===== config.mk =====
export PLATFORM = sky130hd
export DESIGN_NAME = dlir_top
export DESIGN_NICKNAME = d
export VERILOG_FILES = /design/src/verilog/dlir_pkg.sv /design/src/verilog/dlir_evt_latch.sv /design/src/verilog/dlir_top.sv
export SDC_FILE = /design/constraint.sdc
export NUM_CORES = 1
export LEC_CHECK = 0
export ABC_AREA = 1
export BUFFER_PORTS_ARGS = -buffer_cell sky130_fd_sc_hd__buf_2
export CAP_MARGIN = 10
export CELL_PAD_IN_SITES_DETAIL_PLACEMENT = 1
export CELL_PAD_IN_SITES_GLOBAL_PLACEMENT = 1
export CORE_UTILIZATION = 30
export CTS_CLUSTER_DIAMETER = 120
export DETAILED_ROUTE_END_ITERATION = 7
export HOLD_SLACK_MARGIN = 0.08
export PLACE_DENSITY = 0.95
export SLEW_MARGIN = 20
export SYNTH_ARGS = -nofsm -noshare
export SYNTH_HDL_FRONTEND = slang
export SYNTH_SLANG_ARGS = --single-unit

===== constraint.sdc =====
create_clock -name ref_clk_i -period 2.5 [get_ports ref_clk_i]
set_clock_uncertainty 0.05 [all_clocks]
set_input_delay 0.125 -clock ref_clk_i [delete_from_list [all_inputs] [get_ports ref_clk_i]]
set_output_delay 0.125 -clock ref_clk_i [all_outputs]
set_load 0.02 [all_outputs]

===== src/verilog/dlir_pkg.sv =====
// Contract
// bit 6 enables the interrupt on transmit message start; resets to 0.
// bit 5 enables the interrupt on receive message start; resets to 0.
// bit 4 enables the interrupt on transmit message completion.
// bit 3 enables the interrupt on complete message reception; resets to 0.
// bit 7 reads zero and ignores writes; bit 4 also resets to 0.
// event status bits clear when software reads the status register.
`default_nettype none
package dlir_pkg;

  localparam int unsigned DLIR_REG_W = 8;
  localparam int unsigned DLIR_DEC_W = 12;

  // register byte offsets inside the slave's window
  localparam logic [11:0] DLIR_OFS_ENABLE = 12'h000;
  localparam logic [11:0] DLIR_OFS_STATUS = 12'h004;
  localparam logic [11:0] DLIR_OFS_MASK = 12'h008;

  // field positions, shared by enable, status and mask
  localparam int unsigned DLIR_BIT_RESERVED = 7;
  localparam int unsigned DLIR_BIT_TX_BEGIN = 6;
  localparam int unsigned DLIR_BIT_RX_BEGIN = 5;
  localparam int unsigned DLIR_BIT_TX_DONE = 4;
  localparam int unsigned DLIR_BIT_RX_DONE = 3;

  localparam logic [7:0] DLIR_IMPL_BITS = 8'h78;
  localparam logic [7:0] DLIR_ENABLE_RST = 8'h00;
  localparam logic [7:0] DLIR_STATUS_RST = 8'h00;
  localparam logic [7:0] DLIR_MASK_RST = 8'h78;
  localparam logic [23:0] DLIR_RDATA_PAD = 24'h00_0000;

  localparam int unsigned DLIR_HTRANS_ACTIVE_BIT = 1;
  localparam logic DLIR_HRESP_OKAY = 1'b0;

  typedef enum logic [1:0] {
    DLIR_SEL_NONE = 2'b00,
    DLIR_SEL_ENABLE = 2'b01,
    DLIR_SEL_STATUS = 2'b11,
    DLIR_SEL_MASK = 2'b10
  } dlir_sel_t;

  // order matches bits 6..3
  typedef struct packed {
    logic tx_begin;
    logic rx_begin;
    logic tx_done;
    logic rx_done;
  } dlir_evt_t;

  typedef struct packed {
    logic write;
    dlir_sel_t sel;
  } dlir_dphase_t;

  function automatic dlir_sel_t dlir_decode(input logic [11:0] addr);
    case (addr)
      DLIR_OFS_ENABLE: dlir_decode = DLIR_SEL_ENABLE;
      DLIR_OFS_STATUS: dlir_decode = DLIR_SEL_STATUS;
      DLIR_OFS_MASK: dlir_decode = DLIR_SEL_MASK;
      default: dlir_decode = DLIR_SEL_NONE;
    endcase
  endfunction : dlir_decode

endpackage : dlir_pkg
`default_nettype wire


===== src/verilog/dlir_evt_latch.sv =====
`timescale 1ns/1ps
`default_nettype none
module dlir_evt_latch (
  input wire logic ref_clk_i,
  input wire logic reset_i,
  input wire logic ce_i,
  input wire logic set_i,
  input wire logic clr_i,
  output logic flag_o
);

  logic flag_q;
  logic flag_d;

  // set wins so an event landing on the clearing read is kept for the next one
  always_comb begin
    flag_d = set_i | (flag_q & ~clr_i);
  end

  always_ff @(posedge ref_clk_i) begin
    if (reset_i) begin
      flag_q <= 1'b0;
    end else if (ce_i) begin
      flag_q <= flag_d;
    end
  end

  assign flag_o = flag_q;

endmodule : dlir_evt_latch
`default_nettype wire


===== src/verilog/dlir_top.sv =====
// Chosen here: the register addresses and the AHB-Lite slave port.
`timescale 1ns/1ps
`default_nettype none
module dlir_top
  import dlir_pkg::*;
(
  input wire logic ref_clk_i,
  input wire logic reset_i,
  input wire logic ce_i,
  input wire logic hsel_i,
  input wire logic [31:0] haddr_i,
  input wire logic [1:0] htrans_i,
  input wire logic hwrite_i,
  input wire logic [2:0] hsize_i,
  input wire logic [31:0] hwdata_i,
  input wire logic hready_i,
  output logic [31:0] hrdata_o,
  output logic hreadyout_o,
  output logic hresp_o,
  input wire dlir_evt_t evt_i,
  output logic irq_o
);

  logic accept;
  dlir_sel_t ap_sel;
  logic rd_status;
  logic wr_enable;
  logic wr_status;
  logic wr_mask;
  logic [7:0] wbyte;
  logic [7:0] set_vec;
  logic [7:0] clr_vec;
  logic [7:0] status_q;
  logic [7:0] pending;

  dlir_dphase_t dp_q;
  dlir_dphase_t dp_d;
  logic [7:0] enable_q;
  logic [7:0] enable_d;
  logic [7:0] mask_q;
  logic [7:0] mask_d;
  logic [31:0] rdata_q;
  logic [31:0] rdata_d;

  // address phase; size is not checked, only whole-word singles are expected
  assign accept = hsel_i & hready_i & htrans_i[DLIR_HTRANS_ACTIVE_BIT] & ce_i;
  assign ap_sel = dlir_decode(haddr_i[DLIR_DEC_W-1:0]);
  assign rd_status = accept & ~hwrite_i & (ap_sel == DLIR_SEL_STATUS);

  // data phase
  assign wr_enable = dp_q.write & (dp_q.sel == DLIR_SEL_ENABLE);
  assign wr_status = dp_q.write & (dp_q.sel == DLIR_SEL_STATUS);
  assign wr_mask = dp_q.write & (dp_q.sel == DLIR_SEL_MASK);
  assign wbyte = hwdata_i[DLIR_REG_W-1:0] & DLIR_IMPL_BITS;

  always_comb begin
    dp_d = '0;
    if (accept) begin
      dp_d.write = hwrite_i;
      dp_d.sel = ap_sel;
    end
    enable_d = enable_q;
    if (wr_enable) begin
      enable_d = wbyte;
    end
    mask_d = mask_q;
    if (wr_mask) begin
      mask_d = wbyte;
    end
    // enable and mask read data use next values so a read right after a write sees it; status reads use status_q
    rdata_d = rdata_q;
    if (accept && !hwrite_i) begin
      case (ap_sel)
        DLIR_SEL_ENABLE: rdata_d = {DLIR_RDATA_PAD, enable_d};
        DLIR_SEL_STATUS: rdata_d = {DLIR_RDATA_PAD, status_q};
        DLIR_SEL_MASK: rdata_d = {DLIR_RDATA_PAD, mask_d};
        default: rdata_d = '0;
      endcase
    end
  end

  always_ff @(posedge ref_clk_i) begin
    if (reset_i) begin
      dp_q <= '0;
      enable_q <= DLIR_ENABLE_RST;
      mask_q <= DLIR_MASK_RST;
      rdata_q <= '0;
    end else if (ce_i) begin
      dp_q <= dp_d;
      enable_q <= enable_d;
      mask_q <= mask_d;
      rdata_q <= rdata_d;
    end
  end

  // status: reading clears all, writing ones clears chosen bits
  // a read racing an event returns the old flags; the event stays for the next read
  assign set_vec = {1'b0, evt_i, 3'b000};
  assign clr_vec = (rd_status ? DLIR_IMPL_BITS : DLIR_STATUS_RST) | (wr_status ? wbyte : DLIR_STATUS_RST);

  generate
    for (genvar i = 0; i < DLIR_REG_W; i++) begin : g_flag
      if (DLIR_IMPL_BITS[i]) begin : g_impl
        dlir_evt_latch u_latch (
          .ref_clk_i(ref_clk_i),
          .reset_i(reset_i),
          .ce_i(ce_i),
          .set_i(set_vec[i]),
          .clr_i(clr_vec[i]),
          .flag_o(status_q[i])
        );
      end else begin : g_resv
        assign status_q[i] = 1'b0;
      end
    end
  endgenerate

  // an event only reaches the pin while both its enable and mask are set
  assign pending = status_q & enable_q & mask_q;
  // level output: stays high until software clears the flag behind it, or that flag's enable or mask bit
  assign irq_o = |pending;

  // zero wait states; stalls the bus while the clock enable is low
  assign hreadyout_o = ce_i;
  assign hresp_o = DLIR_HRESP_OKAY;
  assign hrdata_o = rdata_q;

  // the checks that expect the pin to rise skip cycles with a data-phase write, which may move enable or mask

  a_tx_begin_irq: assert property (@(posedge ref_clk_i) disable iff (reset_i)
    (ce_i && evt_i.tx_begin && enable_q[DLIR_BIT_TX_BEGIN] && mask_q[DLIR_BIT_TX_BEGIN] && !dp_q.write)
    |=> irq_o)
    else $error("tx start event with enable set gave no interrupt");

  a_tx_begin_off: assert property (@(posedge ref_clk_i) disable iff (reset_i)
    (!enable_q[DLIR_BIT_TX_BEGIN] && status_q[DLIR_BIT_TX_BEGIN] && !status_q[DLIR_BIT_RX_BEGIN]
     && !status_q[DLIR_BIT_TX_DONE] && !status_q[DLIR_BIT_RX_DONE]) |-> !irq_o)
    else $error("disabled tx start event raised the interrupt");

  a_rx_begin_irq: assert property (@(posedge ref_clk_i) disable iff (reset_i)
    (ce_i && evt_i.rx_begin && enable_q[DLIR_BIT_RX_BEGIN] && mask_q[DLIR_BIT_RX_BEGIN] && !dp_q.write)
    |-> ##1 irq_o)
    else $error("rx start event with enable set gave no interrupt");

  a_tx_done_gate: assert property (@(posedge ref_clk_i) disable iff (reset_i)
    (!enable_q[DLIR_BIT_TX_DONE] && status_q[DLIR_BIT_TX_DONE] && !status_q[DLIR_BIT_TX_BEGIN]
     && !status_q[DLIR_BIT_RX_BEGIN] && !status_q[DLIR_BIT_RX_DONE]) |-> !irq_o)
    else $error("disabled tx done event raised the interrupt");

  a_tx_done_flag: assert property (@(posedge ref_clk_i) disable iff (reset_i)
    (ce_i && evt_i.tx_done) |=> status_q[DLIR_BIT_TX_DONE])
    else $error("tx done event not recorded in status");

  a_rx_done_irq: assert property (@(posedge ref_clk_i) disable iff (reset_i)
    (ce_i && evt_i.rx_done && enable_q[DLIR_BIT_RX_DONE] && mask_q[DLIR_BIT_RX_DONE] && !dp_q.write)
    |=> irq_o ##0 status_q[DLIR_BIT_RX_DONE])
    else $error("rx done event with enable set gave no interrupt");

  a_resv_reads_zero: assert property (@(posedge ref_clk_i) disable iff (reset_i)
    (accept && !hwrite_i && ap_sel == DLIR_SEL_ENABLE) |=> !hrdata_o[DLIR_BIT_RESERVED])
    else $error("reserved enable bit read as one");

  a_enable_reset: assert property (@(posedge ref_clk_i) disable iff (reset_i)
    $fell(reset_i) |-> (enable_q == DLIR_ENABLE_RST && status_q == DLIR_STATUS_RST))
    else $error("enable or status not cleared by reset");

  a_status_rd_clr: assert property (@(posedge ref_clk_i) disable iff (reset_i)
    (rd_status && evt_i == '0) |=> (status_q == DLIR_STATUS_RST))
    else $error("status read did not clear the flags");

  a_set_wins: assert property (@(posedge ref_clk_i) disable iff (reset_i)
    (rd_status && evt_i.rx_begin) |=> status_q[DLIR_BIT_RX_BEGIN])
    else $error("event lost on clearing read");

  // gating for rx start and rx done, each with every other flag clear so the enable alone decides
  a_rx_begin_gate: assert property (@(posedge ref_clk_i) disable iff (reset_i)
    (!enable_q[DLIR_BIT_RX_BEGIN] && status_q[DLIR_BIT_RX_BEGIN] && !status_q[DLIR_BIT_TX_BEGIN]
     && !status_q[DLIR_BIT_TX_DONE] && !status_q[DLIR_BIT_RX_DONE]) |-> !irq_o)
    else $error("disabled rx start event raised the interrupt");

  a_rx_done_gate: assert property (@(posedge ref_clk_i) disable iff (reset_i)
    (!enable_q[DLIR_BIT_RX_DONE] && status_q[DLIR_BIT_RX_DONE] && !status_q[DLIR_BIT_TX_BEGIN]
     && !status_q[DLIR_BIT_RX_BEGIN] && !status_q[DLIR_BIT_TX_DONE]) |-> !irq_o)
    else $error("disabled rx done event raised the interrupt");

  a_tx_done_irq: assert property (@(posedge ref_clk_i) disable iff (reset_i)
    (ce_i && evt_i.tx_done && enable_q[DLIR_BIT_TX_DONE] && mask_q[DLIR_BIT_TX_DONE] && !dp_q.write)
    |=> irq_o)
    else $error("tx done event with enable set gave no interrupt");

  // flags record events whatever the enables say
  a_tx_begin_flag: assert property (@(posedge ref_clk_i) disable iff (reset_i)
    (ce_i && evt_i.tx_begin) |=> status_q[DLIR_BIT_TX_BEGIN])
    else $error("tx start event not recorded in status");

  a_rx_begin_flag: assert property (@(posedge ref_clk_i) disable iff (reset_i)
    (ce_i && evt_i.rx_begin) |=> status_q[DLIR_BIT_RX_BEGIN])
    else $error("rx start event not recorded in status");

  a_rx_done_flag: assert property (@(posedge ref_clk_i) disable iff (reset_i)
    (ce_i && evt_i.rx_done) |=> status_q[DLIR_BIT_RX_DONE])
    else $error("rx done event not recorded in status");

  // register side: what software writes and reads back, and the pin after a status read
  a_enable_resv: assert property (@(posedge ref_clk_i) disable iff (reset_i)
    (enable_q & ~DLIR_IMPL_BITS) == 8'h00)
    else $error("unimplemented enable bit holds a one");

  a_tx_done_reset: assert property (@(posedge ref_clk_i) disable iff (reset_i)
    $fell(reset_i) |-> !enable_q[DLIR_BIT_TX_DONE])
    else $error("tx done enable not cleared by reset");

  a_enable_write: assert property (@(posedge ref_clk_i) disable iff (reset_i)
    (ce_i && wr_enable)
    |=> (enable_q[DLIR_BIT_TX_BEGIN:DLIR_BIT_RX_DONE] == $past(hwdata_i[DLIR_BIT_TX_BEGIN:DLIR_BIT_RX_DONE])))
    else $error("enable write did not land");

  a_irq_drops: assert property (@(posedge ref_clk_i) disable iff (reset_i)
    (rd_status && evt_i == '0) |=> !irq_o)
    else $error("interrupt stayed high after the status read");

  a_rdata_enable: assert property (@(posedge ref_clk_i) disable iff (reset_i)
    (accept && !hwrite_i && ap_sel == DLIR_SEL_ENABLE && !wr_enable)
    |=> (hrdata_o[DLIR_REG_W-1:0] == $past(enable_q)))
    else $error("enable read back differs from the register");

  a_status_read: assert property (@(posedge ref_clk_i) disable iff (reset_i)
    (accept && !hwrite_i && ap_sel == DLIR_SEL_STATUS)
    |=> (hrdata_o[DLIR_REG_W-1:0] == $past(status_q)))
    else $error("status read did not return the flags seen before the read");

endmodule : dlir_top
`default_nettype wire

==> summary.md, run 1 <==
| Metric | Value |
|---|---|
| Worst hold start | haddr_i[0] |
| Dominant cells by area after synthesis | dfxtp_1 (35%), nand2_1 (17%), buf_4 (13%) |
| IO Pins | 114 |
| Die area | 6290 um^2 |
| Setup TNS | 0 ns |
| GR Util met3 | 0.0425 |
| Worst-Skew Late Latency | 0.29 ns |
| Most Frequent Cell on Critical Path | nand2_1 |
| GRT Overall Usage | 0.170 |
| GR Util met2 | 0.305 |
| Mapped Avg Cell Area | 6.67 um^2 |
| Flops & latches, synth | 31 |
| Adder-Cell Fraction of Synth Area | 0 |
| Crit path cell chain | nand3_2 -> nand2_1 -> nand2_1 -> nand3_1 -> nand3_1 -> nand2_1 -> a21oi_2 |
| Largest family of logic cells by synthesized area | simple AND/OR/NAND/NOR gates |
| # H-tree levels | 2 |
| Multi-input logic area | 917 um^2 |
| DR pass1 iterations | 4 |
| TritonCTS clock tree | done |
| Crit path DAT | 1.74 ns |
| Initial core utilization | 0.318 |
| Tmin final | 1.63 ns |
| Overflow after GRT | 0 |
| CP max stage delay | 0.59 ns |
| Switching share of power | 0.264 |
| Dpl ws | 0.809 ns |
| Max Freq | 614 MHz |
| Mux cell area share after synthesis | 0 |
| Final setup viols | 0 |
| Comb pwr share | 0.114 |
| Layout fillers | 751 |
| Synth top area share | 0.346 |
| CP delay by family, top | simple AND/OR/NAND/NOR gates |
| First-pass GRT wire length | 8180 um |
| Synthesis-to-finish area growth | 14.4% |
| RSZ-0062 raised after global routing | no |
| Worst reg2reg startpoint | dp_q[2] |
| Layout cells sized above 1 | 0.199 |
| Leak Pwr | 1.01 nW |
| Initial DRC Count | 105 |
| Netlist cell types | 21 |
| Cell Area, Synth | 1790 um^2 |
| Routed len/inst | 13.1 um |
| CP endpoint kind | flop |
| Max-Cap Viols | 0 |
| Number of global-route vias before repair | 1786 |
| PD cells | 523 nW/um^2 |
| Post-synthesis xor/xnor area fraction | 0 |
| CTS buffer count | 5 |
| Clock sinks | 31 |
| Kind of start point of the critical path | flop |
| Area leader, netlist | dfxtp_1 |
| Vias per cell | 4.81 |
| Maximum fanout along the worst path | 13 |
| Clock Path Buffers | 2 |
| CP Class | flop to flop |
| # diodes | 0 |
| Switching power | 0.283 mW |
| Simple-Gate Fraction of Synth Area | 0.405 |
| DP HPWL | 3680 um |
| Outcome | finished clean |
| Critical Path RT | 2.61 ns |
| IO buf count | 36 |
| Synth warn | 0 |
| Final wirelength | 4940 um |
| Critical Path Start | dp_q[2] |
| GR peak layer | met2 |
| Post-synthesis sequential area ratio | 0.346 |
| Die height | 79.3 um |
| Cell Rows | 27 |
| Largest net degree at the start of global routing | 22 |
| Worst hold-check path type | input pin to flop |
| Hold Vio Cnt, Final | 0 |
| FF+latch area | 621 um^2 |
| Die Width | 79.3 um |
| Clock slew at reported path FFs | 0.07 ns |
| Final worst setup slack | 0.871 ns |
| ANT nets after route | 0 |
| Pint | 0.790 mW |
| Final Max Tran Viols | 0 |
| Cells after Synth | 269 |
| CP max-delay cell | dfxtp_1 |
| Final period utilization | 0.651 |
| Core area | 5640 um^2 |
| Final weighted congestion in routability-driven placement | 0.833 |
| IR drop worst, VDD | 0.000380 V |
| Crit path buf inv count | 0 |
| Final net count | 384 |
| Post-CTS setup repair buffer count | 0 |
| Complex-gate fraction of the synthesized area | 0.0544 |
| CTS Root Cell | clkbuf_8 |
| Fin util | 0.364 |
| Initial antenna violation count | 0 |
| Met1 usage | 0.194 |
| Flop pwr share | 0.478 |
| Clock Power Share | 0.408 |
| DR DRC count | 0 |
| DR vias | 1817 |
-- sequential cells by signal, summed over array words and instances, names as in the netlist --
| name | count |
|---|---|
| dp_q | 3 |
| enable_q | 8 |
| hrdata_o | 8 |
| g_flag.g_impl.u_latch.flag_o | 4 |
| mask_q | 8 |
-- worst register-to-register path, stage by stage (launching register included) --
cell	delay, ns
dfxtp_1	0.59
nand3_2	0.32
nand2_1	0.13
nand2_1	0.09
nand3_1	0.07
nand3_1	0.10
nand2_1	0.10
a21oi_2	0.05
-- kinds of logic after synthesis --
kind of cell | after synthesis
buffers and inverters | 60
DFF | 31
other | 1
and+or+nand+nor | 161
AOI/OAI and AO/OA | 16
-- power by group through the flow --
stage	clock network [mW]	registers (mW)	logic, mW
after detailed placement	0	0.524	0.114
after global routing	0.466	0.514	0.134
after global placement	0	0.523	0.110
final	0.437	0.513	0.122
after CTS	0.446	0.513	0.121
after floorplan	0	0.522	0.109
-- placed cells by master (no fill, tap or decap), drive strengths merged --
cell         instances
nand2               82
nand3               43
buf                 37
dfxtp               31
conb                25
nor2                23
inv                 23
a21oi               15
nand4               11
clkbuf               8
dlygate4sd3          5
nor3                 2
o211ai               1
-- routing by layer --
layer / routed length [um] / vias up
met3: 238 / 9
li1: - / 880
met1: 2110 / 870
met2: 2530 / 58
met4: 68 / 0
met5: 0 / -
-- final cells by class --
class                      instances  share of cell area
multi-input combinational        202               0.447
sequential                        31               0.302
timing repair buffer              42               0.116
clock buffer                       8              0.0488
tap                               72              0.0439
inverter                          23              0.0421
-- per-stage QoR --
step	instance area [um^2]	hold slack (ns)	power (mW)	std cells
6_report	2050	0.112	1.07	378
5_1_grt	2050	0.151	1.11	378
4_1_cts	2050	0.114	1.08	378
3_5_place_dp	1900	0.337	0.638	365
3_3_place_gp	1900	0.334	0.633	365
2_1_floorplan	1880	0.218	0.632	293
-- worst paths after layout --
kind,slack (ns),depth (start not counted),to
max,0.87,7,hrdata_o[4]
min,0.11,4,dp_q[0]
max reg2reg,0.87,7,hrdata_o[4]
min reg2reg,0.41,2,mask_q[2]
-- cell usage after synthesis --
library cell	n
nor3_2	2
nor2_2	2
nor2_1	20
a21oi_2	4
nand2_1	80
dfxtp_1	31
conb_1	1
clkbuf_4	1
nand4_1	11
clkbuf_1	2
nand3_2	2
buf_2	3
inv_2	4
o211ai_1	1
inv_1	19
nand2_2	2
a21oi_1	11
buf_1	1
buf_4	30
nand3_1	41
nor2_4	1
-- timing repair --
action,in CTS,in global routing
hold buffers,5,0
hold endpoints to repair,5,0
gates resized for setup,0,0
Power figures use the tool's default switching activity.
==> run 2: changes to the inputs <==
CORE_UTILIZATION = 25   (was 30)
PLACE_DENSITY = 0.87   (was 0.95)
clock period = 1.4 ns   (was 2.5 ns; I/O delays follow)
==> run 2 against run 1 <==
  * Fmax grew 30%
  * Highest routed layer unchanged
  * Critical path type unchanged
  * Setup slack lost 0.73 ns
  * Utilization shrank 5.0 points
  * Die area grew 19%
  * Sequential share of layout area shrank 1.2 points
  * Critical endpoint is now hrdata_o[3]
  * Routed wire length grew 0.71%
  * Clock-buffer cell count shrank 3
  * First-iteration DRC count shrank 45%
  * Hold slack lost 0.030 ns
  * Power grew 72%
  * Via count shrank 2.2%
==> summary.md, run 2 (synthesis gave the netlist of run 1 again) <==
| Metric | Value |
|---|---|
| Outcome | finished clean (unchanged) |
| Kind of start point of the critical path | flop (unchanged) |
| DR pass1 iterations | 4 (unchanged) |
| Crit path cell chain | buf_4 -> nand4_1 -> nand2_1 -> nand3_1 -> nand3_1 -> nand2_1 -> a21oi_2 (was nand3_2 -> nand2_1 -> nand2_1 -> nand3_1 -> nand3_1 -> nand2_1 -> a21oi_2) |
| Crit path DAT | 1.43 ns (was 1.74 ns) |
| Leak Pwr | 1.05 nW (was 1.01 nW) |
| Layout cells sized above 1 | 0.232 (was 0.199) |
| Cell Rows | 30 (was 27) |
| Final Power | 1.84 mW (was 1.07 mW) |
| CP max stage delay | 0.38 ns (was 0.59 ns) |
| Hold Vio Cnt, Final | 0 (unchanged) |
| DP HPWL | 3940 um (was 3680 um) |
| Final net count | 392 (was 384) |
| First-pass GRT wire length | 8420 um (was 8180 um) |
| Maximum fanout along the worst path | 6 (was 13) |
| # H-tree levels | 2 (unchanged) |
| Initial DRC Count | 58 (was 105) |
| Critical Path RT | 1.57 ns (was 2.61 ns) |
| Tmin final | 1.26 ns (was 1.63 ns) |
| Initial antenna violation count | 0 (unchanged) |
| Post-CTS setup repair buffer count | 0 (unchanged) |
| Clock slew at reported path FFs | 0.07 ns (about the same) |
| Initial core utilization | 0.261 (was 0.318) |
| Final setup viols | 0 (unchanged) |
| Worst-Skew Late Latency | 0.29 ns (about the same) |
| Placed inst area | 1980 um^2 (was 1900 um^2) |
| Hold WS | 0.0825 ns (was 0.112 ns) |
| Clock sinks | 31 (unchanged) |
| Setup TNS | 0 ns (unchanged) |
| CP Class | flop to flop (unchanged) |
| CP delay by family, top | simple AND/OR/NAND/NOR gates (unchanged) |
| Layout fillers | 899 (was 751) |
| Multi-input logic area | 928 um^2 (was 917 um^2) |
| # diodes | 0 (unchanged) |
| CP endpoint kind | flop (unchanged) |
| Vias per cell | 4.33 (was 4.81) |
| TritonCTS clock tree | done (unchanged) |
| Core area | 6870 um^2 (was 5640 um^2) |
| RSZ-0062 raised after global routing | no (unchanged) |
| Number of global-route vias before repair | 1862 (was 1786) |
| DR vias | 1777 (was 1817) |
| Die height | 86.7 um (was 79.3 um) |
| Overflow after GRT | 0 (unchanged) |
| Final weighted congestion in routability-driven placement | 0.806 (was 0.833) |
| IO buf count | 36 (unchanged) |
| Die area | 7510 um^2 (was 6290 um^2) |
| IR drop worst, VDD | 0.000306 V (was 0.000380 V) |
| Most frequent cells in the layout | nand2_1 (80), nand3_1 (40), buf_2 (36) (was nand2_1 (80), nand3_1 (41), buf_2 (36)) |
| FF+latch area | 624 um^2 (was 621 um^2) |
| Final Max Tran Viols | 0 (unchanged) |
| Routed len/inst | 12.1 um (was 13.1 um) |
| Commonest non-fill, non-tap cell in the layout | nand2_1 (unchanged) |
| ANT nets after route | 0 (unchanged) |
| IO Pins | 114 (unchanged) |
| Final worst setup slack | 0.142 ns (was 0.871 ns) |
| CTS buffer count | 5 (unchanged) |
| Clock Path Buffers | 2 (unchanged) |
| PD cells | 857 nW/um^2 (was 523 nW/um^2) |
| Worst hold-check path type | input pin to flop (unchanged) |
| Synthesis-to-finish area growth | 20.0% (was 14.4%) |
| Crit path buf inv count | 1 (was 0) |
| CTS Root Cell | clkbuf_8 (unchanged) |
| Dpl ws | 0.0627 ns (was 0.809 ns) |
| Die Width | 86.7 um (was 79.3 um) |
| DR DRC count | 0 (unchanged) |
| Cell area after layout | 2150 um^2 (was 2050 um^2) |
| Largest net degree at the start of global routing | 21 (was 22) |
| Max Freq | 795 MHz (was 614 MHz) |
| Final period utilization | 0.898 (was 0.651) |
| Max-Cap Viols | 0 (unchanged) |
| CP max-delay cell | dfxtp_2 (was dfxtp_1) |
| GRT Overall Usage | 0.144 (was 0.170) |
| Final wirelength | 4980 um (was 4940 um) |
==> run 2: changes by cell type in the layout (fill, tap and decap cells not counted), moves of 2 or more <==
cell / delta
dfxtp_2: +3
clkinvlp_4: +2
dfxtp_1: -3
buf_4: +6
clkbuf_8: -2
==> run 2: tightest hold or removal path: stages <==
cell and delay [ns]:
buf_2 0.10, inv_1 0.05, nand4_1 0.09, a21oi_1 0.06
==> run 2: per-stage QoR <==
stage | instances | utilization
floorplan | 293 | -
global placement | 396 | 0.289
detailed placement | 396 | 0.289
CTS | 410 | 0.311
global route | 410 | 0.313
finish | 410 | 0.313
==> run 2: final timing paths <==
kind | from | cells after the start | slack, ns | to
worst max-delay path | dp_q[2] | 7 | 0.14 | hrdata_o[3]
worst min-delay path | haddr_i[3] | 4 | 0.08 | dp_q[0]
worst max register to register | dp_q[2] | 7 | 0.14 | hrdata_o[3]
worst min register to register | mask_q[1] | 2 | 0.41 | mask_q[1]
==> run 2: area by class of cell <==
class / count / share of cell area
Multi-Input combinational cell: 202 / 0.431
Timing Repair Buffer: 50 / 0.141
Clock inverter: 3 / 0.00930
Inverter: 23 / 0.0401
Clock buffer: 5 / 0.0320
Tap cell: 96 / 0.0558
Sequential cell: 31 / 0.290
==> run 2: metal layers <==
layer / vias to the layer above / track usage / wire, um
met5: - / 0 / 0
met4: 0 / 0.0439 / 107
met3: 13 / 0.0333 / 183
met2: 42 / 0.276 / 2650
met1: 823 / 0.154 / 2030
li1: 899 / - / -
==> run 2: what timing repair did <==
| item | CTS | global route |
|---|---|---|
| hold buffers | 6 | 0 |
| gates resized for setup | 0 | 6 |
| endpoints found under the setup margin | 0 | 11 |
| hold endpoints to repair | 6 | 0 |
==> run 2: where the power goes <==
part | total [mW] | internal (mW) | switching, mW
combinational | 0.226 | 0.0685 | 0.158
clock | 0.704 | 0.345 | 0.358
sequential | 0.915 | 0.900 | 0.0150
==> run 3: changes to the inputs <==
CORE_UTILIZATION = 30   (was 25)
CTS_CLUSTER_SIZE = 20   (was unset)
PLACE_DENSITY = 0.95   (was 0.87)
clock period = 1.45 ns   (was 1.4 ns; I/O delays follow)
==> run 3 against run 2 <==
  * Sequential power shrank 3.5%
  * Die area shrank 16%
  * Flip-flop and latch count is the same
  * Cell count shrank 6.6%
  * Combinational power shrank 4%
  * Setup slack lost 0.039 ns
  * Sequential share of layout area grew 0.85 points
  * Utilization grew 5.7 points
  * Cell area shrank 2.8%
  * Critical path depth is the same
  * Largest power group unchanged
  * Highest routed layer unchanged
==> summary.md, run 3 (synthesis gave the netlist of run 1 again) <==
| Metric | Value |
|---|---|
| GRT Overall Usage | 0.175 (was 0.144) |
| Number of global-route vias before repair | 1884 (was 1862) |
| Final wirelength | 5020 um (was 4980 um) |
| Tmin final | 1.35 ns (was 1.26 ns) |
| Post-CTS setup repair buffer count | 0 (unchanged) |
| Initial core utilization | 0.318 (was 0.261) |
| Dpl ws | 0.0189 ns (was 0.0627 ns) |
| Clock sinks | 31 (unchanged) |
| Initial DRC Count | 123 (was 58) |
| Synthesis-to-finish area growth | 16.6% (was 20.0%) |
| # diodes | 0 (unchanged) |
| Hold path endpoint | dp_q[0] (unchanged) |
| Pint | 1.31 mW (about the same) |
| Crit path DAT | 1.53 ns (was 1.43 ns) |
| Hold path depth | 4 (unchanged) |
| Die area | 6290 um^2 (was 7510 um^2) |
| Final setup viols | 0 (unchanged) |
| Largest net degree at the start of global routing | 21 (unchanged) |
| Maximum fanout along the worst path | 10 (was 6) |
| Clock slew at reported path FFs | 0.06 ns (was 0.07 ns) |
| CP endpoint kind | flop (unchanged) |
| Routed len/inst | 13.1 um (was 12.1 um) |
| IO buf count | 36 (unchanged) |
| Final worst setup slack | 0.103 ns (was 0.142 ns) |
| # H-tree levels | 2 (unchanged) |
| Outcome | finished clean (unchanged) |
| DP HPWL | 3930 um (was 3940 um) |
| Final net count | 390 (was 392) |
| Post-Layout Cell Count | 383 (was 410) |
| Die height | 79.3 um (was 86.7 um) |
| DR DRC count | 0 (unchanged) |
| Commonest non-fill, non-tap cell in the layout | nand2_1 (unchanged) |
| Worst reg2reg startpoint | dp_q[2] (unchanged) |
| CP Class | flop to flop (unchanged) |
| Crit path buf inv count | 1 (unchanged) |
| Core area | 5640 um^2 (was 6870 um^2) |
| DR pass1 iterations | 4 (unchanged) |
| Worst hold start | haddr_i[0] (was haddr_i[3]) |
| Max-Cap Viols | 0 (unchanged) |
| TritonCTS clock tree | done (unchanged) |
| Final weighted congestion in routability-driven placement | 0.804 (was 0.806) |
| CP max stage delay | 0.37 ns (was 0.38 ns) |
| Layout cells sized above 1 | 0.222 (was 0.232) |
| CP delay by family, top | simple AND/OR/NAND/NOR gates (unchanged) |
| Critical Path RT | 1.63 ns (was 1.57 ns) |
| IR drop worst, VDD | 0.000405 V (was 0.000306 V) |
| FF-to-FF setup slack | 0.10 ns (was 0.14 ns) |
| Kind of start point of the critical path | flop (unchanged) |
| CTS buffer count | 5 (unchanged) |
| Worst hold-check path type | input pin to flop (unchanged) |
| Vias per cell | 4.64 (was 4.33) |
| Leak Pwr | 1.04 nW (was 1.05 nW) |
| Cell area after layout | 2090 um^2 (was 2150 um^2) |
| RR Endpoint | hrdata_o[5] (was hrdata_o[3]) |
| Overflow after GRT | 0 (unchanged) |
| R2R depth | 7 (unchanged) |
| Critical path depth | 7 (unchanged) |
| RSZ-0062 raised after global routing | no (unchanged) |
| Crit path cell chain | buf_4 -> nand4_1 -> nand2_1 -> nand3_1 -> nand3_1 -> nand2_1 -> a21oi_2 (unchanged) |
| First-pass GRT wire length | 8470 um (was 8420 um) |
| Final period utilization | 0.929 (was 0.898) |
| DR vias | 1777 (unchanged) |
| ANT nets after route | 0 (unchanged) |
| DP Cell Count | 370 (was 396) |
| CP max-delay cell | dfxtp_2 (unchanged) |
| Final Max Tran Viols | 0 (unchanged) |
| Most frequent cells in the layout | nand2_1 (80), nand3_1 (41), buf_2 (36) (was nand2_1 (80), nand3_1 (40), buf_2 (36)) |
| Comb pwr share | 0.122 (was 0.123) |
| PD cells | 858 nW/um^2 (was 857 nW/um^2) |
| Switching power | 0.488 mW (was 0.531 mW) |
| Max Freq | 743 MHz (was 795 MHz) |
| Clock Path Buffers | 2 (unchanged) |
| Hold Vio Cnt, Final | 0 (unchanged) |
| Layout fillers | 751 (was 899) |
| Clock Power Share | 0.386 (was 0.381) |
| Worst-Skew Late Latency | 0.29 ns (about the same) |
| Die Width | 79.3 um (was 86.7 um) |
| Placed inst area | 1940 um^2 (was 1980 um^2) |
| Setup TNS | 0 ns (unchanged) |
| Switching share of power | 0.272 (was 0.288) |
| IO Pins | 114 (unchanged) |
| Cell Rows | 27 (was 30) |
| Final Power | 1.79 mW (was 1.84 mW) |
| Initial antenna violation count | 0 (unchanged) |
| Flop pwr share | 0.492 (was 0.496) |
| CTS Root Cell | clkbuf_8 (unchanged) |
## run 3: timing repair
item / 4_1_cts / 5_1_grt
pin swaps: 0 / 1
hold endpoints to repair: 9 / 0
endpoints found under the setup margin: 1 / 5
hold buffers: 6 / 0
gates resized for setup: 1 / 2
## run 3: worst min-delay path, cell delays in order
cell	delay, ns
buf_2	0.08
nor2_2	0.05
nand4_1	0.10
a21oi_1	0.07
## run 3: how the worst max path moves through the flow
stage                       start          end  slack (ns)
after CTS                 dp_q[2]  hrdata_o[5]        0.03
after detailed placement  dp_q[1]  hrdata_o[4]        0.02
after global placement    dp_q[1]  hrdata_o[4]        0.12
final                     dp_q[2]  hrdata_o[5]        0.10
after global routing      dp_q[2]  hrdata_o[5]       0.004
after floorplan           dp_q[1]  hrdata_o[3]        0.28
## run 3: layout make-up
| cell class | count | area [um^2] | share of cell area |
|---|---|---|---|
| clock buffer | 6 | 82.6 | 0.0395 |
| timing repair buffer | 48 | 285 | 0.136 |
| clock inverter | 1 | 5.00 | 0.00239 |
| inverter | 23 | 86.3 | 0.0413 |
| multi-input combinational | 202 | 917 | 0.439 |
| sequential | 31 | 624 | 0.299 |
| tap | 72 | 90.1 | 0.0431 |
## run 3: through the flow
stage / util / hold WS (ns)
2_1_floorplan: - / 0.165
3_3_place_gp: 0.344 / 0.282
3_5_place_dp: 0.344 / 0.291
4_1_cts: 0.370 / 0.0816
5_1_grt: 0.371 / 0.0874
6_report: 0.371 / 0.0703
## run 3: power groups by stage
stage | clock [mW] | sequential [mW] | combinational, mW
after floorplan | 0 | 0.901 | 0.188
after global placement | 0 | 0.901 | 0.194
after detailed placement | 0 | 0.901 | 0.203
after CTS | 0.699 | 0.882 | 0.217
after global routing | 0.750 | 0.883 | 0.240
final | 0.693 | 0.883 | 0.218
## run 3: per-layer routing
layer,vias up,track usage,part of all wire
li1,889,-,-
met1,845,0.190,0.42
met2,33,0.321,0.53
met3,10,0.0322,0.031
met4,0,0.0927,0.019
met5,-,0,0
